## src/inc/adcms_pkg.sv

```systemverilog
/*
  adcms_pkg: register map, field positions, reset values, mode codes, cycle counts and
  the sequencer state type shared by the converter mode sequencer and its helpers.
  Assumes byte addressing on a 32-bit Avalon-MM slave, one register per aligned word.
*/
package adcms_pkg;

  // register byte offsets
  localparam logic [11:0] ADCMS_OFF_CTRL0  = 12'h03D0;
  localparam logic [11:0] ADCMS_OFF_CTRL2  = 12'h03D4;
  localparam logic [11:0] ADCMS_OFF_CTRL1  = 12'h03D8;
  localparam logic [11:0] ADCMS_OFF_STATUS = 12'h03DC;
  localparam logic [11:0] ADCMS_OFF_RES0   = 12'h03A0;

  // control 0 fields: channel select, mode, start flag, trigger select
  localparam int ADCMS_C0_CHAN_LSB = 0;
  localparam int ADCMS_C0_MODE_LSB = 3;
  localparam int ADCMS_C0_START    = 6;
  localparam int ADCMS_C0_EXTTRIG  = 7;
  // control 1 fields: sweep select, resolution, converter clock divide
  localparam int ADCMS_C1_SWEEP_LSB = 0;
  localparam int ADCMS_C1_RES10     = 2;
  localparam int ADCMS_C1_DIV_LSB   = 3;
  // control 2 field: sample and hold enable
  localparam int ADCMS_C2_SH        = 0;
  // status fields
  localparam int ADCMS_ST_BUSY      = 0;
  localparam int ADCMS_ST_ARMED     = 1;
  localparam int ADCMS_ST_CHAN_LSB  = 2;

  // reset values
  localparam logic [7:0] ADCMS_RST_CTRL0 = 8'h00;
  localparam logic [7:0] ADCMS_RST_CTRL1 = 8'h00;
  localparam logic       ADCMS_RST_SH    = 1'b0;

  // operating modes
  localparam logic [2:0] ADCMS_MODE_ONESHOT = 3'h0;
  localparam logic [2:0] ADCMS_MODE_REPEAT  = 3'h1;
  localparam logic [2:0] ADCMS_MODE_SWEEP1  = 3'h2;
  localparam logic [2:0] ADCMS_MODE_RSWEEP0 = 3'h3;
  localparam logic [2:0] ADCMS_MODE_RSWEEP1 = 3'h4;

  // converter clock cycles per channel
  localparam logic [5:0] ADCMS_CYC_SH_8    = 6'd28;
  localparam logic [5:0] ADCMS_CYC_SH_10   = 6'd33;
  localparam logic [5:0] ADCMS_CYC_NOSH_8  = 6'd49;
  localparam logic [5:0] ADCMS_CYC_NOSH_10 = 6'd59;

  typedef enum logic [2:0] {
    ADCMS_IDLE  = 3'b001,
    ADCMS_ARMED = 3'b010,
    ADCMS_CONV  = 3'b100
  } adcms_state_e;

endpackage : adcms_pkg

```

## src/rtl/adcms_sync.sv

```systemverilog
/*
  adcms_sync: two-flop synchroniser for a bus from outside the clock domain, with a
  third stage giving a high-to-low edge pulse on bit 0.
  Assumes multi-bit inputs are held stable by their source while they are sampled.
*/
`timescale 1ns/1ns
module adcms_sync #(
  parameter int W = 1
) (
  input  wire logic         clk,
  input  wire logic         srst,
  input  wire logic [W-1:0] d,
  output logic      [W-1:0] q,
  output logic              fall
);

  logic [W-1:0] meta;
  logic         prev;

  // first stage feeds only the second
  always_ff @(posedge clk) begin
    if (srst) begin
      meta <= '0;
      q    <= '0;
      prev <= 1'b0;
    end else begin
      meta <= d;
      q    <= meta;
      prev <= q[0];
    end
  end

  assign fall = prev & ~q[0];

endmodule : adcms_sync

```

## src/rtl/adcms_div.sv

```systemverilog
/*
  adcms_div: converter clock enable, one pulse every 1, 2 or 4 system clocks.
  Assumes the divide select changes only while the converter is idle.
*/
`timescale 1ns/1ns
module adcms_div (
  input  wire logic       clk,
  input  wire logic       srst,
  input  wire logic [1:0] div_sel,
  output logic            ce
);

  logic [1:0] cnt;
  wire  [1:0] term = (div_sel == 2'h0) ? 2'h0 : ((div_sel == 2'h1) ? 2'h1 : 2'h3);

  // terminal count restarts the divider and fires the enable
  always_ff @(posedge clk) begin
    if (srst) begin
      cnt <= 2'h0;
      ce  <= 1'b0;
    end else if (cnt >= term) begin
      cnt <= 2'h0;
      ce  <= 1'b1;
    end else begin
      cnt <= cnt + 2'h1;
      ce  <= 1'b0;
    end
  end

endmodule : adcms_div

```

## src/rtl/adcms_top.sv

```systemverilog
/*
  adcms_top: mode sequencer for an eight-channel successive approximation converter:
  start and stop control, channel sequencing in five modes, per-channel result storage,
  conversion timing and the completion request. Registers sit on an Avalon-MM slave.
  Assumes an analog front end that samples the channel on SAMPLE_CH while CONV_ACTIVE is
  high and presents a stable 10-bit code on CONV_DATA by the end of each conversion.
*/
// Behaviour
// - writing one to the start flag begins conversion in every mode
// - one-shot mode converts the selected channel exactly once
// - the selected channel is one of inputs 0 to 7
// - one-shot and single sweep clear the start flag at end, unless externally triggered
// - one-shot and single sweep raise a completion request at end
// - writing zero to the start flag stops conversion at once
// - repeat mode converts the selected channel until stopped, no request
// - single sweep converts the 2, 4, 6 or 8 channel group once
// - repeat sweep 0 sweeps the group until stopped, no request
// - repeat sweep 1 converts emphasised channels before each other channel, repeatedly
// - repeat sweep 1 emphasises 1, 2, 3 or 4 channels from channel 0
// - each result goes to the register of the converted channel
// - result registers read any time with the latest value
// - bit 0 of control register 2 at 03D4 enables sample and hold
// - with sample and hold a channel takes 28 or 33 converter clocks
// - external trigger starts on a falling edge while start is one, retriggerable
// - without sample and hold a channel takes 49 or 59 converter clocks
// - 10-bit results split low byte and top two bits; 8-bit writes low byte only
`timescale 1ns/1ns
module adcms_top
  import adcms_pkg::*;
(
  input  wire logic        CLK_SYS,
  input  wire logic        SRST,
  input  wire logic [11:0] AVS_ADDRESS,
  input  wire logic        AVS_READ,
  input  wire logic        AVS_WRITE,
  input  wire logic [31:0] AVS_WRITEDATA,
  input  wire logic [3:0]  AVS_BYTEENABLE,
  output logic      [31:0] AVS_READDATA,
  output logic             AVS_WAITREQUEST,
  input  wire logic        EXTERNAL_CONVERSION_TRIGGER,
  input  wire logic [9:0]  CONV_DATA,
  output logic      [2:0]  SAMPLE_CH,
  output logic             CONV_ACTIVE,
  output logic             SH_ENABLE,
  output logic             RES10_OUT,
  output logic             CONV_DONE_IRQ
);

  // control state
  logic [2:0]   chan_sel;
  logic [2:0]   mode;
  logic         start_flag;
  logic         ext_sel;
  logic [1:0]   sweep_sel;
  logic         res10;
  logic [1:0]   div_sel;
  adcms_state_e state;
  logic [2:0]   ch;
  logic [2:0]   other_ch;
  logic         in_emph;
  logic [5:0]   cnt;
  logic [7:0]   res_lo [8];
  logic [1:0]   res_hi [8];

  // helpers
  logic       ce;
  logic [9:0] data_s;
  logic       trig_s;
  logic       trig_fall;

  adcms_div u_div (
    .clk     (CLK_SYS),
    .srst    (SRST),
    .div_sel (div_sel),
    .ce      (ce)
  );

  // trigger pin and front-end code both come from outside the clock domain
  adcms_sync #(.W(1)) u_trig_sync (
    .clk  (CLK_SYS),
    .srst (SRST),
    .d    (EXTERNAL_CONVERSION_TRIGGER),
    .q    (trig_s),
    .fall (trig_fall)
  );

  adcms_sync #(.W(10)) u_data_sync (
    .clk  (CLK_SYS),
    .srst (SRST),
    .d    (CONV_DATA),
    .q    (data_s),
    .fall ()
  );

  // bus decode: one wait cycle, then the access is taken
  wire       req      = AVS_READ | AVS_WRITE;
  wire       take     = req & ~AVS_WAITREQUEST;
  wire       wr_take  = AVS_WRITE & take & AVS_BYTEENABLE[0];
  wire       hit_c0   = (AVS_ADDRESS == ADCMS_OFF_CTRL0);
  wire       hit_c1   = (AVS_ADDRESS == ADCMS_OFF_CTRL1);
  wire       hit_c2   = (AVS_ADDRESS == ADCMS_OFF_CTRL2);
  wire       hit_st   = (AVS_ADDRESS == ADCMS_OFF_STATUS);
  wire       hit_res  = (AVS_ADDRESS[11:5] == ADCMS_OFF_RES0[11:5]) & (AVS_ADDRESS[1:0] == 2'h0);
  wire [2:0] res_idx  = AVS_ADDRESS[4:2];
  wire       wr_c0    = wr_take & hit_c0;
  wire       wr_c1    = wr_take & hit_c1;
  wire       wr_c2    = wr_take & hit_c2;
  wire       sw_start = wr_c0 & AVS_WRITEDATA[ADCMS_C0_START];
  wire       sw_stop  = wr_c0 & ~AVS_WRITEDATA[ADCMS_C0_START];

  // mode groups
  wire is_single = (mode == ADCMS_MODE_ONESHOT) | (mode == ADCMS_MODE_REPEAT);
  wire is_once   = (mode == ADCMS_MODE_ONESHOT) | (mode == ADCMS_MODE_SWEEP1);
  wire is_rs1    = (mode == ADCMS_MODE_RSWEEP1);

  wire [5:0] conv_len = SH_ENABLE ? (res10 ? ADCMS_CYC_SH_10 : ADCMS_CYC_SH_8)
                                  : (res10 ? ADCMS_CYC_NOSH_10 : ADCMS_CYC_NOSH_8);
  wire       in_conv  = (state == ADCMS_CONV);
  wire       finish   = in_conv & ce & (cnt == 6'(conv_len - 6'd1));

  // sweep group of 2, 4, 6 or 8 from channel 0
  wire [2:0] sweep_last = {sweep_sel, 1'b1};
  // emphasised group of 1 to 4 channels
  wire [2:0] emph_last  = {1'b0, sweep_sel};
  wire [2:0] emph_n     = 3'({1'b0, sweep_sel} + 3'd1);

  // single modes use the selected input; sweeps open at channel 0
  wire [2:0] first_ch = is_single ? chan_sel : 3'h0;

  // emphasised channels, then one other channel, other pointer wraps
  wire [2:0] other_nx = (other_ch == 3'h7) ? emph_n : 3'(other_ch + 3'd1);
  wire [2:0] rs1_ch   = in_emph ? ((ch == emph_last) ? other_ch : 3'(ch + 3'd1)) : 3'h0;
  wire       rs1_emph = in_emph ? (ch != emph_last) : 1'b1;
  wire [2:0] rs1_oth  = in_emph ? other_ch : other_nx;

  // ascending order with wrap to channel 0
  wire [2:0] sweep_nx = (ch == sweep_last) ? 3'h0 : 3'(ch + 3'd1);
  wire [2:0] next_ch  = is_single ? ch : (is_rs1 ? rs1_ch : sweep_nx);

  // one-shot ends after one channel; single sweep after the last
  wire run_end    = (mode == ADCMS_MODE_ONESHOT) | ((mode == ADCMS_MODE_SWEEP1) & (ch == sweep_last));
  wire run_done   = finish & run_end & is_once;
  // falling edge while the flag is one starts or restarts a run
  wire ext_go     = ext_sel & start_flag & trig_fall & ~wr_c0 & (state != ADCMS_IDLE);
  wire begin_run  = (sw_start & ~AVS_WRITEDATA[ADCMS_C0_EXTTRIG]) | ext_go;

  // next state
  wire adcms_state_e next_state =
      sw_stop  ? ADCMS_IDLE :
      sw_start ? (AVS_WRITEDATA[ADCMS_C0_EXTTRIG] ? ADCMS_ARMED : ADCMS_CONV) :
      ext_go   ? ADCMS_CONV :
      run_done ? (ext_sel ? ADCMS_ARMED : ADCMS_IDLE) :
      state;

  // hardware clears the flag at end unless externally triggered
  wire hw_clear = run_done & ~ext_sel;

  // bus handshake and read data; the read word is latched at the wait cycle
  wire [31:0] rd_c0  = {24'h0, ext_sel, start_flag, mode, chan_sel};
  wire [31:0] rd_c1  = {27'h0, div_sel, res10, sweep_sel};
  wire [31:0] rd_c2  = {31'h0, SH_ENABLE};
  wire [31:0] rd_st  = {26'h0, ch, (state == ADCMS_ARMED), in_conv};
  // results readable at any time, latest value
  wire [31:0] rd_res = {22'h0, res_hi[res_idx], res_lo[res_idx]};
  wire [31:0] rd_word = hit_c0  ? rd_c0 :
                        hit_c1  ? rd_c1 :
                        hit_c2  ? rd_c2 :
                        hit_st  ? rd_st :
                        hit_res ? rd_res : 32'h0000_0000;

  // waitrequest drops for one cycle per request
  always_ff @(posedge CLK_SYS) begin
    if (SRST) begin
      AVS_WAITREQUEST <= 1'b1;
      AVS_READDATA    <= 32'h0000_0000;
    end else begin
      AVS_WAITREQUEST <= ~(req & AVS_WAITREQUEST);
      if (AVS_READ & AVS_WAITREQUEST) begin
        AVS_READDATA <= rd_word;
      end
    end
  end

  // control registers; a software write of the flag wins over the hardware clear
  always_ff @(posedge CLK_SYS) begin
    if (SRST) begin
      {ext_sel, start_flag, mode, chan_sel} <= ADCMS_RST_CTRL0;
      {div_sel, res10, sweep_sel}           <= ADCMS_RST_CTRL1[4:0];
      SH_ENABLE                             <= ADCMS_RST_SH;
    end else begin
      if (wr_c0) begin
        {ext_sel, start_flag, mode, chan_sel} <= AVS_WRITEDATA[7:0];
      end else if (hw_clear) begin
        start_flag <= 1'b0;
      end
      if (wr_c1) begin
        {div_sel, res10, sweep_sel} <= AVS_WRITEDATA[4:0];
      end
      // software sets it before starting; taken as written
      if (wr_c2) begin
        SH_ENABLE <= AVS_WRITEDATA[ADCMS_C2_SH];
      end
    end
  end

  // sequencer state and channel pointers
  always_ff @(posedge CLK_SYS) begin
    if (SRST) begin
      state    <= ADCMS_IDLE;
      ch       <= 3'h0;
      other_ch <= 3'h1;
      in_emph  <= 1'b1;
      cnt      <= 6'h00;
    end else begin
      state <= next_state;
      if (begin_run) begin
        ch       <= AVS_WRITEDATA[ADCMS_C0_START] & wr_c0 ?
                    ((AVS_WRITEDATA[5:3] == ADCMS_MODE_ONESHOT) | (AVS_WRITEDATA[5:3] == ADCMS_MODE_REPEAT) ?
                     AVS_WRITEDATA[2:0] : 3'h0) : first_ch;
        other_ch <= emph_n;
        in_emph  <= 1'b1;
        cnt      <= 6'h00;
      end else if (finish) begin
        // repeat sweep 0 wraps without end
        ch       <= next_ch;
        other_ch <= rs1_oth;
        in_emph  <= rs1_emph;
        cnt      <= 6'h00;
      end else if (in_conv & ce) begin
        cnt <= 6'(cnt + 6'd1);
      end
    end
  end

  // front-end controls follow the sequencer
  always_ff @(posedge CLK_SYS) begin
    if (SRST) begin
      SAMPLE_CH     <= 3'h0;
      CONV_ACTIVE   <= 1'b0;
      RES10_OUT     <= 1'b0;
      CONV_DONE_IRQ <= 1'b0;
    end else begin
      SAMPLE_CH     <= ch;
      CONV_ACTIVE   <= (next_state == ADCMS_CONV);
      RES10_OUT     <= res10;
      // completion request, only for one-shot and single sweep
      CONV_DONE_IRQ <= run_done;
    end
  end

  // per-channel result registers
  genvar gi;
  generate
    for (gi = 0; gi < 8; gi++) begin : g_res
      // write only the register of the converted channel
      wire hit = finish & (ch == 3'(gi));
      always_ff @(posedge CLK_SYS) begin
        if (SRST) begin
          res_lo[gi] <= 8'h00;
          res_hi[gi] <= 2'h0;
        end else if (hit) begin
          // 10-bit splits across two bytes; 8-bit keeps the upper byte
          res_lo[gi] <= res10 ? data_s[7:0] : data_s[9:2];
          if (res10) begin
            res_hi[gi] <= data_s[9:8];
          end
        end
      end
    end
  endgenerate

endmodule : adcms_top

```

## config.mk

```make
export PLATFORM = sky130hd
export DESIGN_NAME = adcms_top
export DESIGN_NICKNAME = d
export VERILOG_FILES = /design/src/inc/adcms_pkg.sv /design/src/rtl/adcms_sync.sv /design/src/rtl/adcms_div.sv /design/src/rtl/adcms_top.sv
export SDC_FILE = /design/constraint.sdc
export NUM_CORES = 1
export LEC_CHECK = 0
export BUFFER_PORTS_ARGS = -buffer_cell sky130_fd_sc_hd__buf_2
export CELL_PAD_IN_SITES_DETAIL_PLACEMENT = 1
export CELL_PAD_IN_SITES_GLOBAL_PLACEMENT = 2
export CORE_MARGIN = 1
export CORE_UTILIZATION = 35
export CTS_BUF_LIST = sky130_fd_sc_hd__clkbuf_8
export DETAILED_ROUTE_END_ITERATION = 8
export MAX_ROUTING_LAYER = met4
export PLACE_DENSITY_LB_ADDON = 0.1
export SETUP_SLACK_MARGIN = 0.3
export SLEW_MARGIN = 20
export SYNTH_ARGS = -nofsm -noshare
export SYNTH_HDL_FRONTEND = slang
export SYNTH_SLANG_ARGS = --single-unit
```

## constraint.sdc

```tcl
create_clock -name CLK_SYS -period 2.94 [get_ports CLK_SYS]
set_input_delay 0.147 -clock CLK_SYS [delete_from_list [all_inputs] [get_ports CLK_SYS]]
set_output_delay 0.147 -clock CLK_SYS [all_outputs]
set_load 0.01 [all_outputs]
```

### Word-level counts from Yosys, hierarchy flattened

Memories as Yosys holds them, arrays and structs flattened.
Index checks and enable logic that the tools add are counted.

| word-level totals | value |
|---|---|
| register bits after elaboration | 95 |
| latch bits | 0 |
| bits in writable memories | 80 |
| bits in read-only memories | 0 |
| input port bits | 63 |
| output and inout bits | 40 |
| word-level logic and storage cells | 237 |
| memories | 2 |

Memory list:

| name | depth | width | read ports | clocked after Yosys merged registers in | wr ports | RTL line | source |
|---|---|---|---|---|---|---|---|
| res_lo | 8 | 8 | 1 | 0 | 8 | adcms_top.sv:62 | `logic [7:0] res_lo [8];` |
| res_hi | 8 | 2 | 1 | 0 | 8 | adcms_top.sv:63 | `logic [1:0] res_hi [8];` |

| cells by class | value |
|---|---|
| add/sub/neg operators | 6 |
| multipliers | 0 |
| divide/modulo/power cells | 0 |
| $lt $le $gt $ge | 1 |
| equality and inequality tests | 28 |
| shift operators | 0 |
| mux-type cells | 102 |
| bitwise operators | 60 |
| reductions and logical operators | 12 |

Operators with widths:

| cell | number |
|---|---|
| 2-to-1 mux 8 bit | 9 |
| 2-to-1 mux 3 bit | 19 |
| 2-to-1 mux 1 bit | 55 |
| 2-to-1 mux 10 bit | 5 |
| == test 12 x 10 -> 1 bit, second input constant | 4 |
| bitwise AND 1 bit | 31 |
| == test 3 bit, second input constant | 8 |
| 2-to-1 mux 2 bit | 11 |
| OR 1 bit | 22 |
| == test 3 x 2 -> 1 bit, second input constant | 4 |
| 2-to-1 mux 6 bit | 2 |
| == test 3 x 1 -> 1 bit, second input constant | 3 |
| logical NOT 3 bit | 3 |
| == test 7 x 5 -> 1 bit, second input constant | 1 |
| NOT 1 bit | 7 |
| adder 3 x 1 -> 3 bit, second input constant | 2 |
| adder 6 x 1 -> 6 bit, second input constant | 1 |
| == test 6 bit | 1 |
| subtractor 6 x 1 -> 6 bit, second input constant | 1 |
| logical NOT 2 bit | 2 |
| 2-to-1 mux 4 bit | 1 |
| != test 2 x 1 -> 1 bit, second input constant | 2 |
| AND reduction 2 bit | 2 |
| nonzero test 2 bit | 2 |
| 10 further kinds | 11 |

### Depth between registers and ports, before layout

| depth | value |
|---|---|
| depth after elaboration | 12 |
| depth in mapped cells | 11 |
| mapped depth without buffers | 8 |

### Modules after synthesis

From an unflattened synthesis, not the netlist that was laid out.

| unflattened totals | value |
|---|---|
| cells, all modules | 644 |
| area total of the unflattened synthesis | 7283.2 µm² |

Modules (own cells, without submodules):

| module | instances | cells an instance | area an instance (µm²) | seq. area each (µm²) |
|---|---|---|---|---|
| adcms_top | 1 | 578 | 6417.4 | 3343.2 |
| adcms_sync (u_data_sync) | 1 | 45 | 630.6 | 420.4 |
| adcms_div | 1 | 14 | 147.6 | 60.1 |
| adcms_sync (u_trig_sync) | 1 | 7 | 87.6 | 60.1 |

### Least setup slack after synthesis

Ideal clock, no wire load.

| timing path | value |
|---|---|
| path type | register -> register |
| start | reg res10 |
| end | mem res_lo[0][0], enable pin |
| library setup time | 0.384 ns |
| arrival | 2.840 ns |
| required time | 2.556 ns |
| slack | -0.284 ns |
| cell stages (with the launch flop) | 10 |
| buffers on the path | 3 |
| clock period less this slack | 3.224 ns |
| cells stage by stage | dfxtp_1 > clkbuf_1 > clkbuf_1 > inv_1 > ha_1 > xnor2_1 > mux2i_1 > nand4_2 > clkbuf_1 > o21ai_0 |

RTL lines:

| what | RTL line | source |
|---|---|---|
| from (decl) | adcms_top.sv:55 | `logic res10;` |
| from (signal assigned) | adcms_top.sv:188 | `{div_sel, res10, sweep_sel} <= ADCMS_RST_CTRL1[4:0];` |
| from (signal assigned) | adcms_top.sv:197 | `{div_sel, res10, sweep_sel} <= AVS_WRITEDATA[4:0];` |
| to (decl) | adcms_top.sv:62 |  |

==> metrics.txt <==
# TYPE chip_impl_metric gauge
chip_impl_info{name="mostFrequentLayoutCells",value="sky130_fd_sc_hd__nor2_1 (129), sky130_fd_sc_hd__edfxtp_1 (80), sky130_fd_sc_hd__dfxtp_1 (73)"} 1
chip_impl_metric{name="critical_path.max_fanout",unit=""} 10
chip_impl_info{name="start_kind",value="register"} 1
chip_impl_metric{name="detailedPlace.worstSlack",unit="ps"} 411
chip_impl_metric{name="layout-drive-gt1-share",unit=""} 0.196
chip_impl_metric{name="layout_min_cycle_time",unit="ps"} 2430
chip_impl_metric{name="first_global_vias",unit=""} 5241
chip_impl_info{name="hold_path.class",value="input pin to register"} 1
chip_impl_metric{name="slew-limit-headroom",unit=""} 0.345
chip_impl_metric{name="core_ar",unit="um2"} 19700
chip_impl_metric{name="dp.final_hpwl",unit="mm"} 13.9
chip_impl_info{name="status",value="completed"} 1
chip_impl_metric{name="drt_pre_antenna_iters",unit=""} 4
chip_impl_info{name="critical_path.slowest_cell",value="sky130_fd_sc_hd__and4_1"} 1
chip_impl_metric{name="floorplan.initialDensity",unit=""} 0.361
chip_impl_metric{name="fmaxAchievable",unit="MHz"} 411
chip_impl_metric{name="drt_iter0_drc",unit=""} 229
chip_impl_metric{name="timing_max_transition_violations_final",unit=""} 0
chip_impl_metric{name="io_pins",unit=""} 103
chip_impl_metric{name="synthesis.yosys.warnings",unit=""} 0
chip_impl_metric{name="finalSetupViolations",unit=""} 0
chip_impl_info{name="setup_repair_after_global_routing_missed_its_margin",value="yes"} 1
chip_impl_metric{name="ys_seq_elements",unit=""} 153
chip_impl_metric{name="critPathArrivalTime",unit="ps"} 2740
chip_impl_metric{name="synth_edf_count",unit=""} 80
chip_impl_metric{name="worst_pin_slew",unit="ps"} 955
chip_impl_metric{name="num_rows",unit=""} 51
chip_impl_metric{name="wire_per_inst",unit="um"} 19.4
chip_impl_metric{name="globalRoute.totalOverflow",unit=""} 0
chip_impl_info{name="final_common_cell",value="sky130_fd_sc_hd__nor2_1"} 1
chip_impl_info{name="setup.worst_path.class",value="register to register"} 1
chip_impl_metric{name="nets",unit=""} 801
chip_impl_metric{name="antenna_cells_inserted",unit=""} 0
chip_impl_metric{name="finalHoldViolations",unit=""} 0
chip_impl_info{name="tritoncts_clock_tree",value="built"} 1
chip_impl_metric{name="die_height",unit="um"} 144
chip_impl_metric{name="fill_cells",unit=""} 2204
chip_impl_metric{name="power.density_cell_area",unit="nW/um2"} 521
chip_impl_metric{name="finalCritPeriodShare",unit=""} 0.827
chip_impl_metric{name="post-route-util",unit=""} 0.422
chip_impl_metric{name="total_clock_buffers_created_by_cts",unit=""} 17
chip_impl_metric{name="cts.repair_timing.setup_buffer_count",unit=""} 0
chip_impl_metric{name="critical_path.max_stage_delay",unit="ps"} 380
chip_impl_info{name="end_kind",value="register"} 1
chip_impl_metric{name="sequential_element_share_of_the_synthesized_area",unit=""} 0.545
chip_impl_info{name="root_buffer",value="sky130_fd_sc_hd__clkbuf_8"} 1
chip_impl_metric{name="cts.sinks",unit=""} 153
chip_impl_metric{name="globalplace.congestion",unit=""} 0.814
chip_impl_metric{name="post-layout-total-power",unit="mW"} 4.32
chip_impl_metric{name="die_area",unit="um2"} 20800
chip_impl_metric{name="area_growth",unit="%"} 16.9
chip_impl_metric{name="routed-via-count",unit=""} 5064
chip_impl_metric{name="cts.htree.levels",unit=""} 4
chip_impl_info{name="r2r-start",value="res10"} 1
chip_impl_metric{name="cp_required",unit="ps"} 3240
chip_impl_metric{name="antenna_left",unit=""} 0
chip_impl_metric{name="clock_latency",unit="ps"} 460
chip_impl_metric{name="grt_antenna_before_repair",unit=""} 0
chip_impl_metric{name="clk_pin_slew",unit="ps"} 100
chip_impl_metric{name="syn-mean-instance-area",unit="um2"} 10.9
chip_impl_metric{name="detailed_place.area",unit="um2"} 7670
chip_impl_metric{name="cap_violations",unit=""} 0
chip_impl_metric{name="globalRouteTotalUtil",unit=""} 0.205
chip_impl_metric{name="netlist_instances",unit=""} 650
chip_impl_metric{name="wl",unit="mm"} 19.4
chip_impl_metric{name="fp.dieW",unit="um"} 144
chip_impl_info{name="synth_top_flop_cell",value="sky130_fd_sc_hd__edfxtp_1"} 1
chip_impl_metric{name="io_buffers",unit=""} 53
chip_impl_metric{name="finalClockSkew",unit="ps"} 16.1
chip_impl_info{name="worst_path_cell_trace",value="inv_1 -> ha_1 -> xnor2_1 -> mux2i_1 -> and4_1 -> buf_4 -> nand3_2 -> nor2_1"} 1
chip_impl_metric{name="leakagePower",unit="nW"} 2.99
chip_impl_metric{name="cts.path.max_buffers",unit=""} 2
chip_impl_metric{name="totalNegativeSetupSlack",unit="ps"} 0
chip_impl_metric{name="grt_pass1_wl",unit="mm"} 30.3
chip_impl_metric{name="postLayoutCellArea",unit="um2"} 8290
chip_impl_metric{name="drc_errors",unit=""} 0
chip_impl_metric{name="worst_ir_drop_vdd",unit="mV"} 0.227
chip_impl_info{name="worst_hold_startpoint",value="AVS_WRITEDATA[6]"} 1
chip_impl_info{name="crit_path_start",value="res10"} 1
chip_impl_metric{name="final.setup.worst_slack",unit="ps"} 508
chip_impl_metric{name="yosysUniqueCellTypes",unit=""} 57
chip_impl_metric{name="async_reset_ff_frac",unit=""} 0
chip_impl_metric{name="post_drt_via_cell_ratio",unit=""} 5.06
chip_impl_metric{name="grt_start_max_net_pins",unit=""} 27
chip_impl_metric{name="syn_area",unit="um2"} 7090
-- Yosys cell counts, types with 7 or more instances --
cell type | instances | area share
sky130_fd_sc_hd__a211oi_1 | 7 | 0.0074
sky130_fd_sc_hd__a21oi_1 | 22 | 0.016
sky130_fd_sc_hd__buf_2 | 11 | 0.0078
sky130_fd_sc_hd__buf_4 | 22 | 0.023
sky130_fd_sc_hd__clkbuf_1 | 20 | 0.011
sky130_fd_sc_hd__dfxtp_1 | 73 | 0.21
sky130_fd_sc_hd__edfxtp_1 | 80 | 0.34
sky130_fd_sc_hd__ha_1 | 15 | 0.026
sky130_fd_sc_hd__inv_1 | 10 | 0.0053
sky130_fd_sc_hd__mux2i_1 | 32 | 0.045
sky130_fd_sc_hd__mux4_2 | 20 | 0.064
sky130_fd_sc_hd__nand2_1 | 44 | 0.023
sky130_fd_sc_hd__nand3_1 | 20 | 0.014
sky130_fd_sc_hd__nor2_1 | 129 | 0.068
sky130_fd_sc_hd__nor2b_1 | 27 | 0.024
sky130_fd_sc_hd__nor3_1 | 10 | 0.0071
sky130_fd_sc_hd__o21ai_0 | 23 | 0.016
sky130_fd_sc_hd__xnor2_1 | 10 | 0.012
-- cell type report --
| cell class | instances | area, um2 | share of cell area |
|---|---|---|---|
| Clock inverter | 15 | 164 | 0.0198 |
| Sequential cell | 153 | 3860 | 0.466 |
| Timing Repair Buffer | 88 | 578 | 0.0697 |
| Tap cell | 265 | 332 | 0.0400 |
| Inverter | 11 | 41.3 | 0.00498 |
| Clock buffer | 17 | 234 | 0.0282 |
| Multi-Input combinational cell | 452 | 3080 | 0.371 |
-- critical path, delay by kind of cell (launching register included) --
kind	cells	cell delay, ps
AND/OR/NAND/NOR	3	830
buffers and inverters	2	440
flip-flops	1	320
multiplexers	1	270
adder cells (fa/ha/maj)	1	250
XOR/XNOR	1	160
-- sequential cells by signal (all words and copies together) (netlist names), 2 cells and up --
name	flops
AVS_READDATA	10
SAMPLE_CH	3
sweep_sel	2
div_sel	2
chan_sel	3
mode	3
res_lo	64
ch	3
u_data_sync.q	10
cnt	6
u_data_sync.meta	10
u_div.cnt	2
res_hi	16
state	3
other_ch	3
-- report_power, final --
part | switching [mW] | leakage, nW | internal [mW] | total (mW)
Combinational | 0.170 | 1.43 | 0.129 | 0.299
Clock | 0.897 | 0.208 | 0.778 | 1.68
Sequential | 0.0257 | 1.35 | 2.32 | 2.34
-- what timing repair did --
| action | CTS | global route |
|---|---|---|
| hold endpoints to repair | 24 | 0 |
| resized for setup | 0 | 5 |
| setup endpoints to repair | 0 | 50 |
| hold buffers | 20 | 0 |
-- cells by family (layout without fill, tap and decap cells) --
logic type,Yosys count,count (layout),synth area share
muxes,53,53,0.110
AOI/OAI and AO/OA,83,83,0.0734
buffers and inverters,66,131,0.0485
adders and majority gates,15,15,0.0265
DFF,153,153,0.545
xor gates and xnor gates,13,13,0.0161
and+or+nand+nor,266,266,0.180
other,1,22,0.000529
-- worst paths after layout --
kind              slack [ps]               end  cells past startpoint
setup / recovery         510      res_lo[5][7]                      8
hold / removal            90        start_flag                      3
setup reg to reg         510      res_lo[5][7]                      8
hold reg to reg          440  u_data_sync.q[7]                      1
-- routing by layer --
metal,vias up,wire [um],GRT usage,share of wire
met5,-,0,-,0
met4,0,132,0.0399,0.0068
met3,8,666,0.0397,0.034
met2,103,9190,0.327,0.47
met1,2537,9460,0.271,0.49
li1,2416,-,-,-
-- per-stage QoR --
| stage | hold slack [ps] | cells |
|---|---|---|
| finish | 88.7 | 1001 |
| floorplan | 263 | 671 |
| global placement | 358 | 949 |
| CTS | 69.5 | 1001 |
| detailed placement | 362 | 949 |
| global route | 77.3 | 1001 |
(Power assumes the default switching activity.)
